<file path="src/rtl/fpsc_pkg.sv">
package fpsc_pkg;

  localparam int FPSC_WORD_W   = 32;
  localparam int FPSC_EXP_W    = 8;
  localparam int FPSC_FRAC_W   = 23;
  localparam int FPSC_SIG_W    = 24;
  localparam int FPSC_SIGN_POS = 31;
  localparam int FPSC_EXP_LSB  = 23;
  localparam int FPSC_QUIET_POS = 22;

  localparam logic [7:0] FPSC_EXP_ZERO = 8'h00;
  localparam logic [7:0] FPSC_EXP_MAX  = 8'hff;
  localparam logic [7:0] FPSC_EXP_NMAX = 8'hfe;
  localparam logic [9:0] FPSC_BIAS     = 10'h07f;
  localparam logic [9:0] FPSC_EMIN     = 10'h382;
  localparam logic [9:0] FPSC_EMAX     = 10'h07f;

  localparam logic [31:0] FPSC_INDEFINITE = 32'hffc00000;

  localparam int FPSC_CLASS_W = 7;
  localparam int FPSC_C_ZERO  = 0;
  localparam int FPSC_C_DENORM = 1;
  localparam int FPSC_C_NORM  = 2;
  localparam int FPSC_C_INF   = 3;
  localparam int FPSC_C_QNAN  = 4;
  localparam int FPSC_C_SNAN  = 5;
  localparam int FPSC_C_INDEF = 6;

  localparam logic [6:0] FPSC_CLASS_RESET = 7'h00;

endpackage : fpsc_pkg

</file>
<file path="src/rtl/fpsc_core.sv">
`timescale 1ns/100ps
// Summary of operation
// - Sign bit 0 is positive, 1 is negative.
// - Significand is a one-bit integer part plus a fraction.
// - Single word is 32 bits: sign, biased exponent, fraction.
// - Stored exponent is true exponent plus 127.
// - Biased exponent 1 through 254 is a normal number.
// - Normalising drops leading zeros, one exponent step each.
// - Plus and minus zero differ only in sign, equal value.
// - Non-zero value with zero exponent is denormal.
// - Below exponent -126, shift right until exponent is -126.
// - If every bit shifts out, result is zero.
// - Results stay normal where possible, denormal only otherwise.
// - Creating a denormal result raises underflow.
// - Denormal source operand raises denormal-operand flag.
// - Each encoding falls in exactly one class.
// - Exponent 255 with zero fraction is a signed infinity.
// - Exponent 255, non-zero fraction is NaN; top bit quiet.
module fpsc_core
  import fpsc_pkg::*;
(
  // Clock and reset
  input  wire logic                    clk,
  input  wire logic                    srst,
  // Operand side
  input  wire logic                    opValid,
  input  wire logic [FPSC_WORD_W-1:0]  opWord,
  output logic                         opClassValid_reg,
  output logic [FPSC_CLASS_W-1:0]      opClass_reg,
  output logic                         opSign_reg,
  output logic [9:0]                   opExp_reg,
  output logic [FPSC_SIG_W-1:0]        opSig_reg,
  output logic                         denormOperand_reg,
  output logic                         zeroEqual_reg,
  // Raw result side
  input  wire logic                    resValid,
  input  wire logic                    resSign,
  input  wire logic [9:0]              resExp,
  input  wire logic [FPSC_SIG_W-1:0]   resSig,
  output logic                         packValid_reg,
  output logic [FPSC_WORD_W-1:0]       packWord_reg,
  output logic                         underflow_reg
);

  // Operand field split
  logic                   inSign;
  logic [FPSC_EXP_W-1:0]  inExp;
  logic [FPSC_FRAC_W-1:0] inFrac;
  logic                   fracZero;
  logic [FPSC_CLASS_W-1:0] class_next;

  assign inSign   = opWord[FPSC_SIGN_POS];
  assign inExp    = opWord[FPSC_SIGN_POS-1:FPSC_EXP_LSB];
  assign inFrac   = opWord[FPSC_FRAC_W-1:0];
  assign fracZero = (inFrac == '0);

  always_comb begin
    class_next = '0;
    if (opWord == FPSC_INDEFINITE) begin
      class_next[FPSC_C_INDEF] = 1'b1;
    end else if (inExp == FPSC_EXP_MAX) begin
      if (fracZero) begin
        class_next[FPSC_C_INF] = 1'b1;
      end else if (inFrac[FPSC_QUIET_POS]) begin
        class_next[FPSC_C_QNAN] = 1'b1;
      end else begin
        class_next[FPSC_C_SNAN] = 1'b1;
      end
    end else if (inExp == FPSC_EXP_ZERO) begin
      if (fracZero) begin
        class_next[FPSC_C_ZERO] = 1'b1;
      end else begin
        class_next[FPSC_C_DENORM] = 1'b1;
      end
    end else begin
      class_next[FPSC_C_NORM] = 1'b1;
    end
  end

  // Class valid pulse, one cycle after acceptance
  always_ff @(posedge clk) begin
    if (srst) begin
      opClassValid_reg <= 1'b0;
    end else begin
      opClassValid_reg <= opValid;
    end
  end

  // Class holds until the next operand so later stages can reuse it
  always_ff @(posedge clk) begin
    if (srst) begin
      opClass_reg <= FPSC_CLASS_RESET;
    end else if (opValid) begin
      opClass_reg <= class_next;
    end
  end

  // Flag pulses once, so a held class cannot raise it again
  always_ff @(posedge clk) begin
    if (srst) begin
      denormOperand_reg <= 1'b0;
    end else begin
      denormOperand_reg <= opValid && class_next[FPSC_C_DENORM];
    end
  end

  // Registered sign of the operand
  always_ff @(posedge clk) begin
    if (srst) begin
      opSign_reg <= 1'b0;
    end else if (opValid) begin
      opSign_reg <= inSign;
    end
  end

  // Decoded operand: unbiased exponent and explicit integer bit
  always_ff @(posedge clk) begin
    if (srst) begin
      opExp_reg <= '0;
      opSig_reg <= '0;
    end else if (opValid) begin
      // Denormals use the minimum exponent with integer bit zero
      if (inExp == FPSC_EXP_ZERO) begin
        opExp_reg <= FPSC_EMIN;
        opSig_reg <= {1'b0, inFrac};
      end else begin
        opExp_reg <= {2'b00, inExp} - FPSC_BIAS;
        opSig_reg <= {1'b1, inFrac};
      end
    end
  end

  // Both zeros compare equal regardless of sign
  always_ff @(posedge clk) begin
    if (srst) begin
      zeroEqual_reg <= 1'b0;
    end else if (opValid) begin
      zeroEqual_reg <= (inExp == FPSC_EXP_ZERO) && fracZero;
    end
  end

  // Result normalisation
  logic [4:0]            lz;
  logic                  sigZero;
  logic signed [10:0]    normExp;
  logic [FPSC_SIG_W-1:0] normSig;
  logic signed [10:0]    shiftAmt;
  logic [FPSC_SIG_W-1:0] denSig;
  logic [FPSC_WORD_W-1:0] pack_next;
  logic                  uflow_next;
  logic signed [10:0]    eMinS;
  logic signed [10:0]    eMaxS;
  logic signed [10:0]    biasS;
  logic signed [10:0]    sigWidthS;

  // Limits widened once so every range compare stays signed
  assign eMinS     = $signed({FPSC_EMIN[9], FPSC_EMIN});
  assign eMaxS     = $signed({1'b0, FPSC_EMAX});
  assign biasS     = $signed({1'b0, FPSC_BIAS});
  assign sigWidthS = 11'(FPSC_SIG_W);

  fpsc_lzc #(.W(FPSC_SIG_W), .CW(5)) lzcInst (
    .din     (resSig),
    .count   (lz),
    .allZero (sigZero)
  );

  always_comb begin
    normSig    = resSig << lz;
    normExp    = $signed({resExp[9], resExp}) - $signed({6'b0, lz});
    shiftAmt   = eMinS - normExp;
    denSig     = '0;
    pack_next  = '0;
    uflow_next = 1'b0;
    if (sigZero) begin
      pack_next = {resSign, 31'h00000000};
    end else if (normExp >= eMinS) begin
      // Normal whenever range allows
      if (normExp > eMaxS) begin
        // Overflow saturates to the signed infinity
        pack_next = {resSign, FPSC_EXP_MAX, 23'h000000};
      end else begin
        pack_next = {resSign,
                     FPSC_EXP_W'(normExp + biasS),
                     normSig[FPSC_FRAC_W-1:0]};
      end
    end else begin
      // Gradual underflow: one right shift per exponent step
      if (shiftAmt >= sigWidthS) begin
        denSig = '0;
      end else begin
        denSig = normSig >> shiftAmt[4:0];
      end
      pack_next  = {resSign, FPSC_EXP_ZERO, denSig[FPSC_FRAC_W-1:0]};
      // Rounding is not done here, so only a surviving bit is a denormal
      uflow_next = (denSig != '0);
    end
  end

  // Pack valid pulse
  always_ff @(posedge clk) begin
    if (srst) begin
      packValid_reg <= 1'b0;
    end else begin
      packValid_reg <= resValid;
    end
  end

  // Underflow pulses with the result that caused it, never held
  always_ff @(posedge clk) begin
    if (srst) begin
      underflow_reg <= 1'b0;
    end else begin
      underflow_reg <= resValid && uflow_next;
    end
  end

  // Packed word holds until the next raw result
  always_ff @(posedge clk) begin
    if (srst) begin
      packWord_reg <= '0;
    end else if (resValid) begin
      packWord_reg <= pack_next;
    end
  end

endmodule // fpsc_core

</file>
<file path="src/rtl/fpsc_lzc.sv">
`timescale 1ns/100ps
// Leading zero count of a significand
module fpsc_lzc #(
  parameter int W  = 24,
  parameter int CW = 5
) (
  // Data
  input  wire logic [W-1:0]  din,
  // Result
  output logic      [CW-1:0] count,
  output logic               allZero
);

  always_comb begin
    count   = CW'(W);
    allZero = 1'b1;
    for (int i = 0; i < W; i++) begin
      if (din[i]) begin
        count   = CW'(W - 1 - i);
        allZero = 1'b0;
      end
    end
  end

endmodule // fpsc_lzc

</file>
<file path="config.mk">
export PLATFORM = sky130hd
export DESIGN_NAME = fpsc_core
export DESIGN_NICKNAME = d
export VERILOG_FILES = /design/src/rtl/fpsc_pkg.sv /design/src/rtl/fpsc_core.sv /design/src/rtl/fpsc_lzc.sv
export SDC_FILE = /design/constraint.sdc
export NUM_CORES = 1
export LEC_CHECK = 0
export ABC_AREA = 1
export ABC_CLOCK_PERIOD_IN_PS = 5200
export BUFFER_PORTS_ARGS = -buffer_cell sky130_fd_sc_hd__buf_2
export CAP_MARGIN = 20
export CORE_UTILIZATION = 50
export CTS_CLUSTER_SIZE = 28
export DETAILED_ROUTE_END_ITERATION = 8
export GPL_TIMING_DRIVEN = 1
export PLACE_DENSITY = 0.78
export SLEW_MARGIN = 40
export SYNTH_ARGS = -nofsm -noshare
export SYNTH_HDL_FRONTEND = slang
export SYNTH_SLANG_ARGS = --single-unit
</file>
<file path="constraint.sdc">
create_clock -name clk -period 5.2 [get_ports clk]
set_input_delay 0.78 -clock clk [delete_from_list [all_inputs] [get_ports clk]]
set_output_delay 0.78 -clock clk [all_outputs]
set_load 0.05 [all_outputs]
</file>
==> impl_metrics.prom <==
# TYPE chip_impl_metric gauge
chip_impl_info{name="status",value="finished, final reports clean"} 1
chip_impl_metric{name="largest_net_degree_at_the_start_of_global_routing",unit=""} 47
chip_impl_info{name="hp-class",value="reg -> reg"} 1
chip_impl_metric{name="max_cap_violations",unit=""} 0
chip_impl_info{name="rsz0062_at_grt",value="true"} 1
chip_impl_metric{name="max_freq",unit="MHz"} 207
chip_impl_metric{name="grt_pass1_vias",unit=""} 7050
chip_impl_metric{name="core-area",unit="um^2"} 12700
chip_impl_metric{name="yosys.area_share.xor_xnor",unit="%"} 2.26
chip_impl_metric{name="clock_insertion_delay_worst_skew",unit="ns"} 0.33
chip_impl_info{name="critPathCapture",value="underflow_reg$_SDFF_PP0_"} 1
chip_impl_metric{name="synth.area.mux_share",unit="%"} 0
chip_impl_metric{name="total_number_of_nets_in_the_final_design",unit=""} 1341
chip_impl_metric{name="antenna_diode_instance_count",unit=""} 0
chip_impl_metric{name="cp_data_arrival_time",unit="ns"} 5.09
chip_impl_metric{name="part_of_the_cycle_the_worst_path_needs",unit="%"} 92.8
chip_impl_metric{name="drive_gt1_share",unit="%"} 19.1
chip_impl_metric{name="initial_utilization",unit="%"} 51.5
chip_impl_metric{name="timing.reg2reg.setup_slack",unit="ns"} 4.36
chip_impl_metric{name="final_area",unit="um^2"} 7920
chip_impl_metric{name="post_synthesis_compound_gate_area_fraction",unit="%"} 12.5
chip_impl_metric{name="routed-via-count",unit=""} 8204
chip_impl_info{name="dominant_combinational_cell_family_by_area_after_synthesis",value="simple AND/OR/NAND/NOR gates"} 1
chip_impl_metric{name="final_core_util",unit="%"} 62.5
chip_impl_metric{name="area.growth.synth_to_final",unit="%"} 21.3
chip_impl_metric{name="timing.final.max_slew_violations",unit=""} 0
chip_impl_metric{name="dpl_worst_slack",unit="ns"} 0.00208
chip_impl_metric{name="io-pin-count",unit=""} 150
chip_impl_metric{name="routed_wl",unit="mm"} 22.3
chip_impl_metric{name="largest_register_ffs",unit=""} 32
chip_impl_metric{name="powerDensity",unit="nW/um^2"} 318
chip_impl_metric{name="synth_simple_gate_area_share",unit="%"} 48.7
chip_impl_info{name="worst_setup_path_startpoint",value="resSig[0]"} 1
chip_impl_metric{name="drtIter0Drc",unit=""} 1012
chip_impl_metric{name="timing.final.crit_period",unit="ns"} 4.83
chip_impl_metric{name="worst_slack",unit="ns"} 0.374
chip_impl_metric{name="ctsHtreeMaxLevel",unit=""} 3
chip_impl_metric{name="holdWs",unit="ns"} 0.462
chip_impl_metric{name="postSynthNetCount",unit=""} 1204
chip_impl_info{name="critical-path-slowest-cell",value="sky130_fd_sc_hd__o311ai_1"} 1
chip_impl_info{name="netlist_top_cells_count",value="296 x sky130_fd_sc_hd__nand3_1, 293 x sky130_fd_sc_hd__nand2_1, 96 x sky130_fd_sc_hd__inv_1"} 1
chip_impl_metric{name="netlist-cell-type-count",unit=""} 52
chip_impl_metric{name="place_hpwl",unit="mm"} 16.9
chip_impl_metric{name="yosysWarningCount",unit=""} 0
chip_impl_metric{name="die_x",unit="um"} 116
chip_impl_metric{name="post_dp_cell_area",unit="um^2"} 7480
chip_impl_metric{name="required",unit="ns"} 5.47
chip_impl_metric{name="n_fill_cell",unit=""} 1267
chip_impl_metric{name="cp_slowest_stage_delay",unit="ns"} 0.28
chip_impl_metric{name="synth_top_cell_area_share",unit="%"} 23.9
chip_impl_info{name="reg2reg_from",value="packWord_reg[4]$_SDFFE_PP0P_"} 1
chip_impl_info{name="critPathMostFrequentCell",value="sky130_fd_sc_hd__nand3_1"} 1
chip_impl_metric{name="total_clock_buffers_created_by_cts",unit=""} 9
chip_impl_metric{name="skew",unit="ns"} 0
chip_impl_info{name="startpoint_type",value="input pin"} 1
chip_impl_info{name="cts_tree",value="yes"} 1
chip_impl_metric{name="placement_rows",unit=""} 41
chip_impl_metric{name="first_pass_grt_wire_length",unit="mm"} 34.9
chip_impl_metric{name="vdd_drop_max",unit="uV"} 222
chip_impl_metric{name="setup_total_negative_slack",unit="ns"} 0
chip_impl_metric{name="synthArstFlopShare",unit="%"} 0
chip_impl_metric{name="routability_congestion",unit=""} 1.01
chip_impl_metric{name="clk_pin_slew",unit="ns"} 0.06
chip_impl_metric{name="die_area",unit="um^2"} 13500
chip_impl_info{name="yosysMostFrequentCell",value="sky130_fd_sc_hd__nand3_1"} 1
chip_impl_metric{name="avgSynthCellArea",unit="um^2"} 5.82
chip_impl_metric{name="detail_route.vias_per_cell",unit=""} 5.72
chip_impl_metric{name="worst-path-max-fanout",unit=""} 8
chip_impl_info{name="worstSetupPathType",value="in -> reg"} 1
chip_impl_info{name="worst_r2r_endpoint",value="packWord_reg[4]$_SDFFE_PP0P_"} 1
chip_impl_metric{name="synth_enable_flop_cells",unit=""} 0
chip_impl_metric{name="grt_overflow",unit=""} 0
chip_impl_metric{name="dr.pass1.iters",unit=""} 6
chip_impl_info{name="worstSetupEndpointType",value="flip-flop"} 1
chip_impl_metric{name="worstRegToRegCells",unit=""} 3
chip_impl_metric{name="grt_use_total",unit="%"} 32.6
chip_impl_metric{name="setup-violations-final",unit=""} 0
chip_impl_metric{name="synthesis.area",unit="um^2"} 6520
chip_impl_metric{name="dieHeight",unit="um"} 116
chip_impl_metric{name="placement.io_buffers",unit=""} 149
chip_impl_info{name="yosys-top-cells-area",value="sky130_fd_sc_hd__dfxtp_1 24%, sky130_fd_sc_hd__nand3_1 23%, sky130_fd_sc_hd__nand2_1 17%, sky130_fd_sc_hd__inv_1 5.5%, sky130_fd_sc_hd__nor2_1 4.5%"} 1
chip_impl_metric{name="ys_ff_latch",unit=""} 78
chip_impl_info{name="cts_root_buf",value="sky130_fd_sc_hd__clkbuf_16"} 1
chip_impl_metric{name="timing_worst_slew_pin_value",unit="ns"} 0.802
chip_impl_metric{name="timing_hold_violations_final",unit=""} 0
chip_impl_metric{name="antenna_left",unit=""} 0
chip_impl_metric{name="detail_route.wl_per_cell",unit="um"} 15.5
chip_impl_metric{name="detail_route.drc_violations",unit=""} 0
chip_impl_metric{name="numClockSinks",unit=""} 78
chip_impl_info{name="post-synth-top-area-cell",value="sky130_fd_sc_hd__dfxtp_1"} 1
chip_impl_metric{name="antenna_found_initial",unit=""} 0
chip_impl_metric{name="netlist_instances",unit=""} 1121
chip_impl_metric{name="worst_relative_slew_slack",unit="%"} 46.1
chip_impl_metric{name="synthAdderAreaFrac",unit="%"} 2.42
chip_impl_metric{name="synth-seq-area-share",unit="%"} 23.9
chip_impl_info{name="synth_flop_cell",value="sky130_fd_sc_hd__dfxtp_1"} 1
chip_impl_metric{name="clock_path_buffers",unit=""} 2
chip_impl_metric{name="total_leakage_power",unit="uW"} 0.00404
-- cells by family after synthesis --
group,Yosys count
AOI/OAI and AO/OA,138
adders and majority gates,12
xor gates and xnor gates,16
and+or+nand+nor,711
buffers and inverters,166
DFF,78
-- critical path: cells and delay by family --
family          cells  cell delay, ns
xor+xnor            1            0.19
simple gates       26            2.65
fa+ha+maj           1            0.26
compound gates      4            0.64
buf+inv             7            0.56
-- layout by cell type (no fill, tap or decap), types with 4 or more instances in the layout --
cell type,Yosys,routed
sky130_fd_sc_hd__inv_1,96,95
sky130_fd_sc_hd__o21a_1,5,5
sky130_fd_sc_hd__clkinv_1,5,5
sky130_fd_sc_hd__a31oi_1,6,6
sky130_fd_sc_hd__nand2_1,293,292
sky130_fd_sc_hd__a21oi_1,44,41
sky130_fd_sc_hd__nor2_1,78,76
sky130_fd_sc_hd__buf_2,10,149
sky130_fd_sc_hd__nor4_1,7,6
sky130_fd_sc_hd__dfxtp_1,78,78
sky130_fd_sc_hd__xor2_1,13,10
sky130_fd_sc_hd__a22oi_1,7,7
sky130_fd_sc_hd__nor2_2,3,4
sky130_fd_sc_hd__inv_2,6,6
sky130_fd_sc_hd__buf_4,4,35
sky130_fd_sc_hd__a21oi_2,1,4
sky130_fd_sc_hd__o21ai_0,49,48
sky130_fd_sc_hd__nand3_1,296,296
sky130_fd_sc_hd__clkbuf_16,0,9
sky130_fd_sc_hd__ha_1,11,11
sky130_fd_sc_hd__nand4_1,16,16
-- cell type report --
type                            count  area, um^2  area share (%)
Timing Repair Buffer              185        1020            12.9
Clock inverter                      5        82.6            1.04
Clock buffer                       11         233            2.94
Sequential cell                    78        1560            19.7
Multi-Input combinational cell    877        4400            55.6
Inverter                          107         404            5.11
Tap cell                          172         215            2.72
-- routing by layer --
layer	track usage, %	wire, um
met3	5.86	2020
met4	11.5	566
met1	47.2	10100
met5	0	0
met2	47.9	9570
-- worst min-delay path by stage --
| stage | endpoint | cells after the start | startpoint |
|---|---|---|---|
| after floorplan | opExp_reg[0]$_SDFFE_PP0P_ | 2 | opExp_reg[0]$_SDFFE_PP0P_ |
| after global placement | opExp_reg[3]$_SDFFE_PP0P_ | 2 | opExp_reg[3]$_SDFFE_PP0P_ |
| after detailed placement | opExp_reg[0]$_SDFFE_PP0P_ | 2 | opExp_reg[0]$_SDFFE_PP0P_ |
| after CTS | opExp_reg[0]$_SDFFE_PP0P_ | 2 | opExp_reg[0]$_SDFFE_PP0P_ |
| after global routing | opExp_reg[4]$_SDFFE_PP0P_ | 2 | opExp_reg[4]$_SDFFE_PP0P_ |
| final | opExp_reg[0]$_SDFFE_PP0P_ | 2 | opExp_reg[0]$_SDFFE_PP0P_ |
-- per-stage QoR --
| step | power, uW | instances |
|---|---|---|
| 2_1_floorplan | 1490 | 1121 |
| 3_3_place_gp | 1810 | 1418 |
| 3_5_place_dp | 1800 | 1418 |
| 4_1_cts | 2470 | 1434 |
| 5_1_grt | 2660 | 1435 |
| 6_report | 2510 | 1435 |
-- timing repair --
item,CTS,global route
resized for setup,0,22
endpoints found under the hold margin,0,0
setup endpoints to repair,0,20
hold buffers,0,0
setup buffers,0,1
-- power breakdown --
group	internal (uW)	switching, uW
combinational	353	832
sequential	636	19.4
clock	423	251
No activity file was read; power rests on OpenSTA's default activity.
